`src/rtl/rioh_regs.vh`:
```
// constants for the remote i/o handshake block
`ifndef RIOH_REGS_VH
`define RIOH_REGS_VH
// remote input image bit positions (word 0)
`define RIOH_BIT_FWD      4'd0
`define RIOH_BIT_REV      4'd1
`define RIOH_BIT_Y1       4'd2
`define RIOH_BIT_FAULT    4'd7
`define RIOH_BIT_MON      4'd12
`define RIOH_BIT_SPD      4'd13
`define RIOH_BIT_CMD      4'd15
// remote input image bit positions (word 1)
`define RIOH_BIT_ALARM    4'd10
`define RIOH_BIT_READY    4'd11
// terminal source selector codes
`define RIOH_SRC_EXISTS   3'h0
`define RIOH_SRC_MATCH    3'h1
`define RIOH_SRC_ARRIVAL  3'h2
`define RIOH_SRC_DETECT1  3'h3
`define RIOH_SRC_READY    3'h4
`define RIOH_SRC_ZERO     3'h5
// speed full scale
`define RIOH_SPD_MAX      16'sd20000
`define RIOH_SPD_MIN      -16'sd20000
// command source settings that disable link commands
`define RIOH_CSRC_LOCAL0  2'h0
`define RIOH_CSRC_LOCAL1  2'h1
// response codes
`define RIOH_RESP_OK      16'h0000
`define RIOH_RESP_BADDATA 16'h0001
// initial data setup time after reset
`define RIOH_INIT_NS      2000
`define RIOH_CLK_NS       40
`define RIOH_INIT_CYC     ((`RIOH_INIT_NS + `RIOH_CLK_NS - 1) / `RIOH_CLK_NS)
`endif

```
`src/rtl/rioh_top.v`:
```
// device-side handshake and status logic for the single-station remote i/o image
`timescale 1ns/1ps
`include "rioh_regs.vh"
module rioh_top (
  input  wire        clk,
  input  wire        resetn,
  // remote output bits from the master
  input  wire        run_fwd_request,
  input  wire        run_rev_request,
  input  wire        monitor_request,
  input  wire        speed_write_request,
  input  wire        cmd_exec_request,
  input  wire        alarm_clear_request,
  // remote register words from the master
  input  wire [15:0] monitor_code_word,
  input  wire [15:0] speed_command_word,
  input  wire [15:0] command_code_word,
  input  wire [15:0] write_data_word,
  // drive-side status, same clock domain
  input  wire        motor_fwd,
  input  wire        motor_rev,
  input  wire        prot_tripped,
  input  wire        output_stopped,
  input  wire        alarm_raised,
  input  wire        alarm_excluded,
  input  wire        drive_ready,
  input  wire [15:0] monitor_data,
  input  wire [15:0] cmd_read_data,
  input  wire        cmd_data_ok,
  // configuration pins
  input  wire [1:0]  command_source_setting,
  input  wire        link_enable_input,
  input  wire [14:0] terminal_function_sel,
  input  wire [4:0]  speed_flags,
  // drive-side controls
  output reg  [15:0] monitor_code_out,
  output reg  [15:0] speed_ref_r,
  output reg         speed_ref_valid_r,
  output reg  [15:0] cmd_code_out,
  output reg  [15:0] cmd_write_out,
  output reg         cmd_strobe_r,
  output reg         alarm_reset_r,
  output reg         run_fwd_out,
  output reg         run_rev_out,
  // remote input image and registers to the master
  output reg  [15:0] rx_word0_r,
  output reg  [15:0] rx_word1_r,
  output reg  [15:0] monitored_value_word,
  output reg  [15:0] response_code_word,
  output reg  [15:0] read_data_word
);

  // =======================================
  // command source and link enable pins synchronised
  wire [2:0] cfg_s;
  rioh_sync #(.W(3)) u_cfg_sync (
    .clk    (clk),
    .resetn (resetn),
    .d      ({link_enable_input, command_source_setting}),
    .q      (cfg_s)
  );
  wire       link_en_s = cfg_s[2];
  wire [1:0] csrc_s    = cfg_s[1:0];

  // pins arrive two edges late, so a change of command source or link enable
  // takes hold two cycles after the pin moves; run bits in flight follow it
  // link commands allowed only when source is link and link enabled
  wire link_cmd_ok = link_en_s &&
                     (csrc_s != `RIOH_CSRC_LOCAL0) &&
                     (csrc_s != `RIOH_CSRC_LOCAL1);

  // =======================================
  // terminal source mux, shared by five bits
  // codes above four read zero so a bad setting cannot raise a stray bit
  function term_pick;
    input [2:0] sel;
    input [4:0] flags;
    begin
      case (sel)
        `RIOH_SRC_EXISTS:  term_pick = flags[0];
        `RIOH_SRC_MATCH:   term_pick = flags[1];
        `RIOH_SRC_ARRIVAL: term_pick = flags[2];
        `RIOH_SRC_DETECT1: term_pick = flags[3];
        `RIOH_SRC_READY:   term_pick = flags[4];
        default:           term_pick = 1'b0;
      endcase
    end
  endfunction

  // speed word range check, signed
  function spd_in_range;
    input [15:0] w;
    begin
      spd_in_range = ($signed(w) <= `RIOH_SPD_MAX) && ($signed(w) >= `RIOH_SPD_MIN);
    end
  endfunction

  // =======================================
  // initial setup counter and alarm state
  localparam CW = 7;
  localparam integer  INIT_CYC_I = `RIOH_INIT_CYC;
  localparam [CW-1:0] INIT_CYC   = INIT_CYC_I[CW-1:0];
  reg [CW-1:0] init_cnt_r;
  reg          init_done_r;
  reg          alarm_r;
  wire         alarm_evt = alarm_raised && !alarm_excluded;

  // ready is withheld while the drive settles its initial data; the master
  // uses the ready bit to interlock its reads and writes
  always @(posedge clk) begin
    if (!resetn) begin
      init_cnt_r  <= {CW{1'b0}};
      init_done_r <= 1'b0;
    end else if (!init_done_r) begin
      if (init_cnt_r == INIT_CYC - 1'b1)
        init_done_r <= 1'b1;
      init_cnt_r <= init_cnt_r + 1'b1;
    end
  end

  // set wins: a new alarm in the clearing cycle stays latched
  // a clear held high keeps resetting the drive; the master is expected to
  // drop it once the flag falls, or a later alarm is cleared at once
  always @(posedge clk) begin
    if (!resetn)
      alarm_r <= 1'b0;
    else if (alarm_evt)
      alarm_r <= 1'b1;
    else if (alarm_clear_request)
      alarm_r <= 1'b0;
  end

  // =======================================
  // request edge tracking
  // delayed copy of the monitor request; the flag waits for it so the value word leads
  reg mon_req_d_r;
  always @(posedge clk) begin
    if (!resetn)
      mon_req_d_r <= 1'b0;
    else
      mon_req_d_r <= monitor_request;
  end

  // =======================================
  // handshake flags and data paths
  // latency from a request edge, as the master sees it in the image
  //   monitor: value word after one edge, flag after two, image bit after three
  //   speed:   reference and flag after one edge, image bit after two
  //   command: strobe after one edge, flag after two, image bit after three
  //   alarm:   flag after one edge of the raised input, image after two
  //   ready:   fifty cycles of setup after reset, then one image cycle
  //   the monitor, speed and command flags clear one edge after the request drops, image one later
  // the monitor flag waits for the delayed request so that the value word
  // is already in place when the master sees the flag
  reg mon_flag_r;
  reg spd_flag_r;
  reg cmd_flag_r;

  always @(posedge clk) begin
    // outputs start at zero so the drive sees no command until the master asks
    if (!resetn) begin
      mon_flag_r           <= 1'b0;
      spd_flag_r           <= 1'b0;
      cmd_flag_r           <= 1'b0;
      monitored_value_word <= 16'h0000;
      monitor_code_out     <= 16'h0000;
      speed_ref_r          <= 16'h0000;
      speed_ref_valid_r    <= 1'b0;
      cmd_code_out         <= 16'h0000;
      cmd_write_out        <= 16'h0000;
      cmd_strobe_r         <= 1'b0;
      response_code_word   <= `RIOH_RESP_OK;
      read_data_word       <= 16'h0000;
      alarm_reset_r        <= 1'b0;
      run_fwd_out          <= 1'b0;
      run_rev_out          <= 1'b0;
    end else begin
      // monitor: refresh every cycle while held
      // the code word is passed on every cycle so a new code takes effect at once
      monitor_code_out <= monitor_code_word;
      if (monitor_request) begin
        monitored_value_word <= monitor_data;
        mon_flag_r           <= mon_req_d_r;
      end else begin
        mon_flag_r <= 1'b0;
      end
      // speed: applied continuously, rejected if out of full scale
      // an out-of-range word is refused and the last good reference stays;
      // the done flag still rises so the master is not left waiting
      speed_ref_valid_r <= 1'b0;
      if (speed_write_request) begin
        if (spd_in_range(speed_command_word)) begin
          speed_ref_r       <= speed_command_word;
          speed_ref_valid_r <= link_cmd_ok;
        end
        spd_flag_r <= 1'b1;
      end else begin
        spd_flag_r <= 1'b0;
      end
      // command: strobe each cycle while held, so it repeats
      // the response and read data follow one edge behind the strobe, so the
      // command unit has a full cycle to settle its answer
      cmd_code_out  <= command_code_word;
      cmd_write_out <= write_data_word;
      cmd_strobe_r  <= cmd_exec_request;
      if (cmd_exec_request && cmd_strobe_r) begin
        response_code_word <= cmd_data_ok ? `RIOH_RESP_OK : `RIOH_RESP_BADDATA;
        if (cmd_data_ok)
          read_data_word <= cmd_read_data;
        cmd_flag_r <= 1'b1;
      end else if (!cmd_exec_request) begin
        cmd_flag_r <= 1'b0;
      end
      // alarm reset ignores operation mode and link enable
      // alarm reset is a level, repeated every cycle the request is held
      alarm_reset_r <= alarm_clear_request;
      // run commands only when link commands are allowed
      // both run bits at once is treated as stop rather than picking one
      run_fwd_out <= link_cmd_ok && run_fwd_request && !run_rev_request;
      run_rev_out <= link_cmd_ok && run_rev_request && !run_fwd_request;
    end
  end

  // =======================================
  // word 0 of the remote input image
  //   bit 0   running forward
  //   bit 1   running reverse
  //   bit 2   terminal status 1, source from selector bits 2:0
  //   bit 3   terminal status 2, source from selector bits 5:3
  //   bit 4   terminal status 3, source from selector bits 8:6
  //   bit 5   terminal status 4, source from selector bits 11:9
  //   bit 6   terminal status 5, source from selector bits 14:12
  //   bit 7   fault relay
  //   bit 8   unused, reads zero
  //   bit 9   unused, reads zero
  //   bit 10  unused, reads zero
  //   bit 11  unused, reads zero
  //   bit 12  monitoring active
  //   bit 13  speed write done
  //   bit 14  unused, reads zero
  //   bit 15  command done
  // word 1 of the remote input image
  //   bits 9:0    unused, read zero
  //   bit 10      alarm state
  //   bit 11      station ready
  //   bits 15:12  unused, read zero
  // terminal selector codes per status bit
  //   0 speed exists, 1 speed match, 2 speed arrival,
  //   3 speed detect one, 4 drive ready, 5 to 7 constant zero
  // words are rebuilt every cycle from live state

  // remote input image; unused bits held at zero
  reg [15:0] w0_nxt;
  reg [15:0] w1_nxt;
  integer    i;
  always @* begin
    w0_nxt = 16'h0000;
    w1_nxt = 16'h0000;
    w0_nxt[`RIOH_BIT_FWD]   = motor_fwd && !motor_rev;
    w0_nxt[`RIOH_BIT_REV]   = motor_rev && !motor_fwd;
    // speed flag bit 4 is spare; drive ready feeds selector code four
    for (i = 0; i < 5; i = i + 1)
      w0_nxt[`RIOH_BIT_Y1 + i] = term_pick(terminal_function_sel[i*3 +: 3],
                                           {drive_ready, speed_flags[3:0]});
    w0_nxt[`RIOH_BIT_FAULT] = prot_tripped && output_stopped;
    w0_nxt[`RIOH_BIT_MON]   = mon_flag_r;
    w0_nxt[`RIOH_BIT_SPD]   = spd_flag_r;
    w0_nxt[`RIOH_BIT_CMD]   = cmd_flag_r;
    w1_nxt[`RIOH_BIT_ALARM] = alarm_r;
    // ready falls in the same update as the alarm flag rises
    w1_nxt[`RIOH_BIT_READY] = init_done_r && !alarm_r;
  end

  // image words are registered so the master never sees a half-updated word
  always @(posedge clk) begin
    if (!resetn) begin
      rx_word0_r <= 16'h0000;
      rx_word1_r <= 16'h0000;
    end else begin
      rx_word0_r <= w0_nxt;
      rx_word1_r <= w1_nxt;
    end
  end

endmodule

```
`src/rtl/rioh_sync.v`:
```
// two flip-flop synchroniser for a bundle of pin-level inputs
`timescale 1ns/1ps
module rioh_sync #(
  parameter W = 8
) (
  input  wire         clk,
  input  wire         resetn,
  input  wire [W-1:0] d,
  output reg  [W-1:0] q
);
  reg [W-1:0] meta_r;

  // =======================================
  // first stage feeds only the second
  always @(posedge clk) begin
    if (!resetn) begin
      meta_r <= {W{1'b0}};
      q      <= {W{1'b0}};
    end else begin
      meta_r <= d;
      q      <= meta_r;
    end
  end
endmodule

```
`config.mk`:
```
export PLATFORM = sky130hd
export DESIGN_NAME = rioh_top
export DESIGN_NICKNAME = d
export VERILOG_FILES = /design/src/rtl/rioh_top.v /design/src/rtl/rioh_sync.v
export VERILOG_INCLUDE_DIRS = /design/src /design/src/rtl
export SDC_FILE = /design/constraint.sdc
export NUM_CORES = 1
export LEC_CHECK = 0
export ABC_AREA = 1
export BUFFER_PORTS_ARGS = -buffer_cell sky130_fd_sc_hd__buf_2
export CORE_AREA = 2 2 115 117
export DETAILED_ROUTE_END_ITERATION = 8
export DIE_AREA = 0 0 117 119
export GPL_TIMING_DRIVEN = 0
export PLACE_DENSITY = 0.73
export SLEW_MARGIN = 30
export SYNTH_ARGS = -nofsm -noshare
export SYNTH_HDL_FRONTEND = slang
export SYNTH_SLANG_ARGS = --single-unit
```
`constraint.sdc`:
```
create_clock -name clk -period 1.95 [get_ports clk]
set_input_delay 0.195 -clock clk [delete_from_list [all_inputs] [get_ports clk]]
set_output_delay 0.195 -clock clk [all_outputs]
set_load 0.01 [all_outputs]
```
==> results of run 1 <==
-- path summary, 6_finish.rpt --
| kind | to |
|---|---|
| max | rx_word0_r[1] |
| min | monitor_code_out[10] |
| min reg2reg | u_cfg_sync.q[2] |
| max reg2reg | read_data_word[11] |
-- Yosys cell counts (all sizes together) --
library cell,number
a21o,4
a21oi,35
buf,40
clkbuf,17
clkinv,1
conb,1
dfxtp,132
ha,2
inv,130
nand2,151
nand3,6
nand4,20
nor2,72
nor3,6
nor4,1
o21ai,30
o22ai,1
o32ai,1
xor2,2
-- cells by family after synthesis --
family,count (synthesis),share of synthesized area
other cells,1,0.000756
xor+xnor,2,0.00353
buf+inv,188,0.171
fa+ha+maj,2,0.00505
simple gates,256,0.212
flops,132,0.533
compound gates,71,0.0747
-- critical path, stage by stage --
cell	delay [ns]
buf_2	0.10
clkbuf_1	0.46
clkbuf_1	0.48
nand2_1	0.10
nor2_1	0.11
dlygate4sd3_1	0.56
-- sequential cells by signal, summed over array words and instances, names as in the netlist, 2 cells and up --
name and count:
cmd_write_out 16, init_cnt_r 7, rx_word1_r 2, cmd_code_out 16, u_cfg_sync.meta_r 2, monitor_code_out 16
read_data_word 16, rx_word0_r 11, speed_ref_r 16, monitored_value_word 16, u_cfg_sync.q 2
-- area by class of cell --
class / count / area [µm²] / area share
Buffer: 57 / 354 / 0.0460
Clock buffer: 25 / 485 / 0.0630
Clock inverter: 7 / 50.0 / 0.00650
Inverter: 131 / 492 / 0.0639
Multi-Input combinational cell: 365 / 1590 / 0.207
Sequential cell: 132 / 2640 / 0.343
Tap cell: 176 / 220 / 0.0286
Timing Repair Buffer: 309 / 1860 / 0.242
-- power by group through the flow --
stage / sequential (mW) / combinational (mW) / clock (mW)
global route: 2.90 / 0.975 / 3.08
CTS: 2.89 / 0.863 / 2.91
detailed placement: 2.94 / 0.763 / 0
floorplan: 3.01 / 0.353 / 0
finish: 2.89 / 0.879 / 2.85
global placement: 2.94 / 0.755 / 0
-- layer usage --
| metal | vias to the layer above | GRT usage |
|---|---|---|
| met5 | - | 0 |
| met4 | 0 | 0.107 |
| met3 | 43 | 0.0758 |
| met2 | 217 | 0.348 |
| met1 | 2147 | 0.227 |
| li1 | 2610 | - |
-- stage by stage --
step | util | cells
4_1_cts | 0.598 | 1202
2_1_floorplan | - | 685
5_1_grt | 0.598 | 1202
6_report | 0.598 | 1202
3_3_place_gp | 0.507 | 1107
3_5_place_dp | 0.507 | 1107
-- timing repair --
action	CTS	global route
hold buffers	63	0
setup buffers	0	0
endpoints found under the hold margin	61	0
==> qor_table.md, run 1 <==
| Item | This run | Unit |
|---|---|---|
| Final min period | 1.66 | ns |
| Via-per-instance ratio | 4.17 | - |
| Leading cell types by total area after synthesis | dfxtp_1 (53%), nand2_1 (11%), inv_1 (9.7%) | - |
| Sum of met2 wire segment lengths after detailed routing | 6.92 | mm |
| Cts bufs inserted | 17 | - |
| Number of nets in the finished design | 1150 | - |
| Worst-Skew Late Latency | 0.41 | ns |
| Maximum clock path buffer count | 2 | - |
| Number of distinct standard cells referenced by the synthesized netlist | 26 | - |
| Standard cell area after detailed placement | 6530 | µm² |
| Setup violations, final | 0 | - |
| Highest-count cells in the layout ignoring fill and taps | buf_2 (250), nand2_1 (148), dfxtp_1 (132), inv_1 (128), nor2_1 (72) | - |
| Pin count of the biggest net entering global routing | 17 | - |
| Setup Total Neg Slack | 0 | ns |
| Leading cell type in the layout, fill and taps excluded | buf_2 | - |
| Post-DRT Antenna Nets | 0 | - |
| Rows | 42 | - |
| I/O pins | 284 | - |
| Largest fanout of any net on the critical path | 10 | - |
| TritonCTS clock tree | built | - |
| Switching pwr | 1.64 | mW |
| Count of input and output buffers | 246 | - |
| Proportion of power drawn by flip-flops and latches | 0.436 | - |
| Cell-internal power | 4.98 | mW |
| Post-layout power | 6.62 | mW |
| Slack of the worst reg-to-reg path | 0.55 | ns |
| Cell area after layout | 7700 | µm² |
| Register bit count reported by yosys | 132 | - |
| Clock power frac | 0.431 | - |
| Number of instances in the synthesized netlist | 652 | - |
| Worst IR drop on VDD | 0.525 | mV |
| Root Driver | clkbuf_16 | - |
| Type of the tightest min-delay check | in2reg | - |
| F_max | 601 | MHz |
| Number of detailed-route iterations in the first pass | 5 | - |
| Num Clock Sinks | 132 | - |
| Setup Crit Path Kind | in2reg | - |
| Number of stages on the worst hold path | 3 | - |
| Mean instance size in the synthesized netlist | 7.61 | µm² |
| Number of DRC markers in iteration 0 | 250 | - |
| Comb power frac | 0.133 | - |
| Leakage dissipation | 4.45 | nW |
| Final wirelength | 14.4 | mm |
| Type of destination of the critical path | register | - |
| Worst-path clk slew | 0.06 | ns |
| Net switching share of the total power | 0.248 | - |
| Hold violation count in the final report | 0 | - |
| Wire length on met1 | 5.76 | mm |
| Number of cells upsized or downsized after cts | 0 | - |
| Level count of the clock H-tree | 4 | - |
| Antenna violations before repair | 0 | - |
| Remaining design rule violation count | 0 | - |
| Detailed-route via count | 5017 | - |
| Routed wire length per instance | 11.9 | µm |
| Number of warnings reported in the yosys synthesis log | 0 | - |
| Area added between synthesis and finish | 55.3 | % |
| Worst Skew | 0.00887 | ns |
| Fill cell count | 1115 | - |
| Vert. Die Dim | 119 | µm |
| Final HPWL DP | 9.72 | mm |
| Number of cells on the worst reg-to-reg path | 7 | - |
| Least-Margin Pin Slew | 0.587 | ns |
| Run status | completed | - |
| Final Worst Setup Slack | 0.287 | ns |
| Hold slack final | 0.0104 | ns |
| Crit path required time | 2.30 | ns |
| Floorplan die area | 13900 | µm² |
| GRT Util Overall | 0.207 | - |
| Met3 routed wirelength | 1.22 | mm |
| Cell type with the highest aggregate area in the netlist | dfxtp_1 | - |
| Worst endpoint data arrival time | 2.01 | ns |
| Final estimated routing congestion in global placement | 0.792 | - |
| Max-slew headroom | 0.608 | - |
| Max Cap Violations | 0 | - |
| Worst setup path startpoint | resetn | - |
| Setup Slack @ Placement | 0.202 | ns |
| FF-to-FF Start | cmd_strobe_r | - |
| HP Start | monitor_code_word[10] | - |
| Final worst path period share | 0.853 | - |
| Final count of pins violating max slew | 0 | - |
| Chip Width | 117 | µm |
| Ratio of cells with drive above 1 in the final layout | 0.310 | - |
| Top routing layer in use | met4 | - |
| Power per standard cell area | 860 | nW/µm² |
| Synth top area share | 0.533 | - |
| Starting utilization of the core area | 0.385 | - |
| GR Overflow Total | 0 | - |
| Floorplan Core Area | 12900 | µm² |
| Via count of the first global-routing pass | 4945 | - |
| Setup repair after global routing missed its margin | no | - |
| Sort of element at the start of the critical path | primary input | - |
| Ant diodes | 0 | - |
| Mapped cell area | 4960 | µm² |
| Global-route wire length before repair | 22.5 | mm |
| Fraction of the yosys area taken by sequential cells | 0.533 | - |
(Power assumes the default switching activity.)
==> run 2, diff against run 1 <==
- CTS_CLUSTER_DIAMETER: not set -> 40
- REMOVE_ABC_BUFFERS: not set -> 1
- clock period: 1.95 -> 1.76 ns (I/O delays scaled with it)
==> run 2 against run 1 <==
Effect of this change:
- total power up 12%
- clock power up 15%
- critical endpoint is now read_data_word[9]
- flip-flop and latch count unchanged
- clock skew down 0.0058 ns
- worst hold slack better by 0.0081 ns
- sequential power up 11%
- critical path depth up 2
- first-iteration DRC count down 16%
- routed wire length down 5.9%
- setup slack about the same
- critical path type unchanged
==> qor_table.md, run 2 (synthesis results as in run 1) <==
| Item | This run | Unit | Delta |
|---|---|---|---|
| Run status | completed | - |  |
| Area occupied by registers | 2640 | µm² | unchanged |
| Final HPWL DP | 8.45 | mm | -13% |
| Floorplan die area | 13900 | µm² | unchanged |
| FF-to-FF End | read_data_word[9] | - |  |
| Floorplan Core Area | 12900 | µm² | unchanged |
| Sort of element at the start of the critical path | primary input | - |  |
| Worst-path clk slew | 0.06 | ns | about the same |
| Pin count of the biggest net entering global routing | 59 | - | +42 |
| Root Driver | clkbuf_16 | - |  |
| Final worst path period share | 0.837 | - |  |
| Area added between synthesis and finish | 53.0 | % |  |
| Type of the tightest min-delay check | in2reg | - |  |
| Leakage dissipation | 4.33 | nW | -2.7% |
| Proportion of power drawn by flip-flops and latches | 0.433 | - | -0.003 |
| Type of destination of the critical path | register | - |  |
| Final min period | 1.47 | ns |  |
| Worst-Skew Late Latency | 0.40 | ns | about the same |
| Worst IR drop on VDD | 0.551 | mV | +4.8% |
| Final estimated routing congestion in global placement | 0.797 | - | +0.57% |
| Vert. Die Dim | 119 | µm | unchanged |
| Setup Crit Path Kind | in2reg | - |  |
| Net switching share of the total power | 0.240 | - | -0.00754 |
| Setup violations, final | 0 | - | unchanged |
| Slack of the worst reg-to-reg path | 0.42 | ns | -0.13 ns |
| Num Clock Sinks | 132 | - | unchanged |
| Number of nets in the finished design | 1114 | - | -3.1% |
| Final wirelength | 13.5 | mm | -5.9% |
| Max-slew headroom | 0.636 | - | +0.0274 |
| Chip Width | 117 | µm | unchanged |
| Via count of the first global-routing pass | 4827 | - | -2.4% |
| Maximum clock path buffer count | 2 | - | unchanged |
| Number of DRC markers in iteration 0 | 209 | - | -16% |
| Clock power frac | 0.442 | - | +0.011 |
| Antenna violations before repair | 0 | - | unchanged |
| F_max | 679 | MHz |  |
| Remaining design rule violation count | 0 | - | unchanged |
| Crit path required time | 2.02 | ns | -0.28 ns |
| Ant diodes | 0 | - | unchanged |
| Area occupied by multi-input gates | 1600 | µm² | +0.16% |
| Fill cell count | 1134 | - | +1.7% |
| Cell area after layout | 7590 | µm² | -1.5% |
| Level count of the clock H-tree | 4 | - | unchanged |
| Setup repair after global routing missed its margin | no | - |  |
| Number of detailed-route iterations in the first pass | 5 | - | unchanged |
| TritonCTS clock tree | built | - |  |
| Largest fanout of any net on the critical path | 17 | - | +7 |
| GR Overflow Total | 0 | - | unchanged |
| Global-route wire length before repair | 21.2 | mm | -6.1% |
| Via-per-instance ratio | 4.22 | - | +1.2% |
| HP Start | cmd_read_data[10] | - |  |
| Setup Total Neg Slack | 0 | ns | unchanged |
| Comb power frac | 0.125 | - | -0.008 |
| Cell-internal power | 5.62 | mW | +13% |
| Standard cell area after detailed placement | 6210 | µm² | -5.0% |
| Final count of pins violating max slew | 0 | - | unchanged |
| Capture point of the worst path | read_data_word[9] | - |  |
| Crit-path most repeated cell | nand2_1 | - |  |
| Cts bufs inserted | 17 | - | unchanged |
| Starting utilization of the core area | 0.385 | - | unchanged |
| Hold violation count in the final report | 0 | - | unchanged |
| Ratio of cells with drive above 1 in the final layout | 0.288 | - | -0.0218 |
| Least-Margin Pin Slew | 0.546 | ns | -0.0419 ns |
| Leading cell type in the layout, fill and taps excluded | buf_2 | - |  |
| Routed wire length per instance | 11.6 | µm | -2.9% |
| FF-to-FF Start | cmd_strobe_r | - |  |
| Power per standard cell area | 975 | nW/µm² | +13% |
| Count of input and output buffers | 247 | - | +0.41% |
| Detailed-route via count | 4921 | - | -1.9% |
| Number of cells on the worst reg-to-reg path | 6 | - | -1 |
| Highest-count cells in the layout ignoring fill and taps | buf_2 (246), nand2_1 (147), dfxtp_1 (132), inv_1 (127), dlygate4sd3_1 (82) | - |  |
| I/O pins | 284 | - | unchanged |
| Standard cell with the maximum stage delay on the critical path | dlygate4sd3_1 | - |  |
| Max Cap Violations | 0 | - | unchanged |
| Worst Skew | 0.00303 | ns | -0.00584 ns |
| Rows | 42 | - | unchanged |
| Worst setup path startpoint | cmd_exec_request | - |  |
| Hold slack final | 0.0185 | ns | +0.00809 ns |
| Sequence of cells on the critical path | dlygate4sd3_1 -> buf_2 -> nand2_1 -> inv_1 -> nand2_2 -> clkinv_2 -> nand2_1 -> a21oi_1 | - |  |
| Worst stage delay on the critical path | 0.55 | ns | about the same |
| Post-DRT Antenna Nets | 0 | - | unchanged |
| GRT Util Overall | 0.192 | - | -0.0158 |
| Worst endpoint data arrival time | 1.73 | ns | -0.28 ns |
| Switching pwr | 1.78 | mW | +8.3% |
[run 2: cell types whose count changed in the layout (fill, tap and decap cells not counted), moves of 2 or more]
cell / previous run / this run
buf_2: 250 / 246
dlygate4sd3_1: 63 / 82
clkinv_4: 2 / 0
clkinv_2: 2 / 4
clkbuf_1: 22 / 3
buf_4: 34 / 1
[run 2: what timing repair did]
item / CTS / global route
setup endpoints to repair: 16 / 16
hold endpoints to repair: 80 / 0
hold buffers: 82 / 0
resized for setup: 1 / 1
buffers inserted: 0 / 0
[run 2: how the worst min path moves through the flow]
stage | to | cells after the start | slack, ns
final | read_data_word[10] | 3 | 0.02
after global routing | read_data_word[10] | 3 | 0.005
after CTS | read_data_word[11] | 3 | 0.002
after detailed placement | rx_word0_r[1] | 2 | 0.35
after global placement | rx_word0_r[0] | 2 | 0.35
after floorplan | rx_word0_r[0] | 1 | 0.25
[run 2: layout make-up]
cell class,count,share of cell area
clock buffers,23,0.0630
clock inverters,8,0.0101
repair buffers,330,0.274
well taps,176,0.0290
flip-flops and latches,132,0.348
inverters,131,0.0650
multi-input cells,365,0.210
[run 2: per-layer routing]
metal / global-route usage / up-vias / part of all wire
li1: - / 2534 / -
met1: 0.196 / 2172 / 0.39
met2: 0.346 / 195 / 0.50
met3: 0.0758 / 20 / 0.088
met4: 0.0721 / 0 / 0.017
met5: 0 / - / 0
[run 2: worst max-delay path, delay by kind of cell]
kind / cells / cell delay (ns)
buffers and inverters: 4 / 1.03
and+or+nand+nor: 3 / 0.46
AOI/OAI and AO/OA: 1 / 0.07
[run 2: through the flow]
stage / setup slack, ns / total power [mW] / std cells / util
2_1_floorplan: 0.328 / 3.63 / 628 / -
3_3_place_gp: -1.33 / 4.02 / 1051 / 0.480
4_1_cts: 0.0586 / 7.47 / 1165 / 0.589
5_1_grt: 0.173 / 7.74 / 1165 / 0.589
6_report: 0.288 / 7.40 / 1165 / 0.589
3_5_place_dp: -0.0358 / 4.03 / 1052 / 0.482
[run 2: power by group through the flow]
| stage | Clock (mW) | Combinational [mW] | Sequential [mW] |
|---|---|---|---|
| 4_1_cts | 3.36 | 0.912 | 3.20 |
| 3_3_place_gp | 0 | 0.761 | 3.25 |
| 6_report | 3.27 | 0.927 | 3.20 |
| 2_1_floorplan | 0 | 0.293 | 3.33 |
| 3_5_place_dp | 0 | 0.771 | 3.26 |
| 5_1_grt | 3.49 | 1.04 | 3.22 |
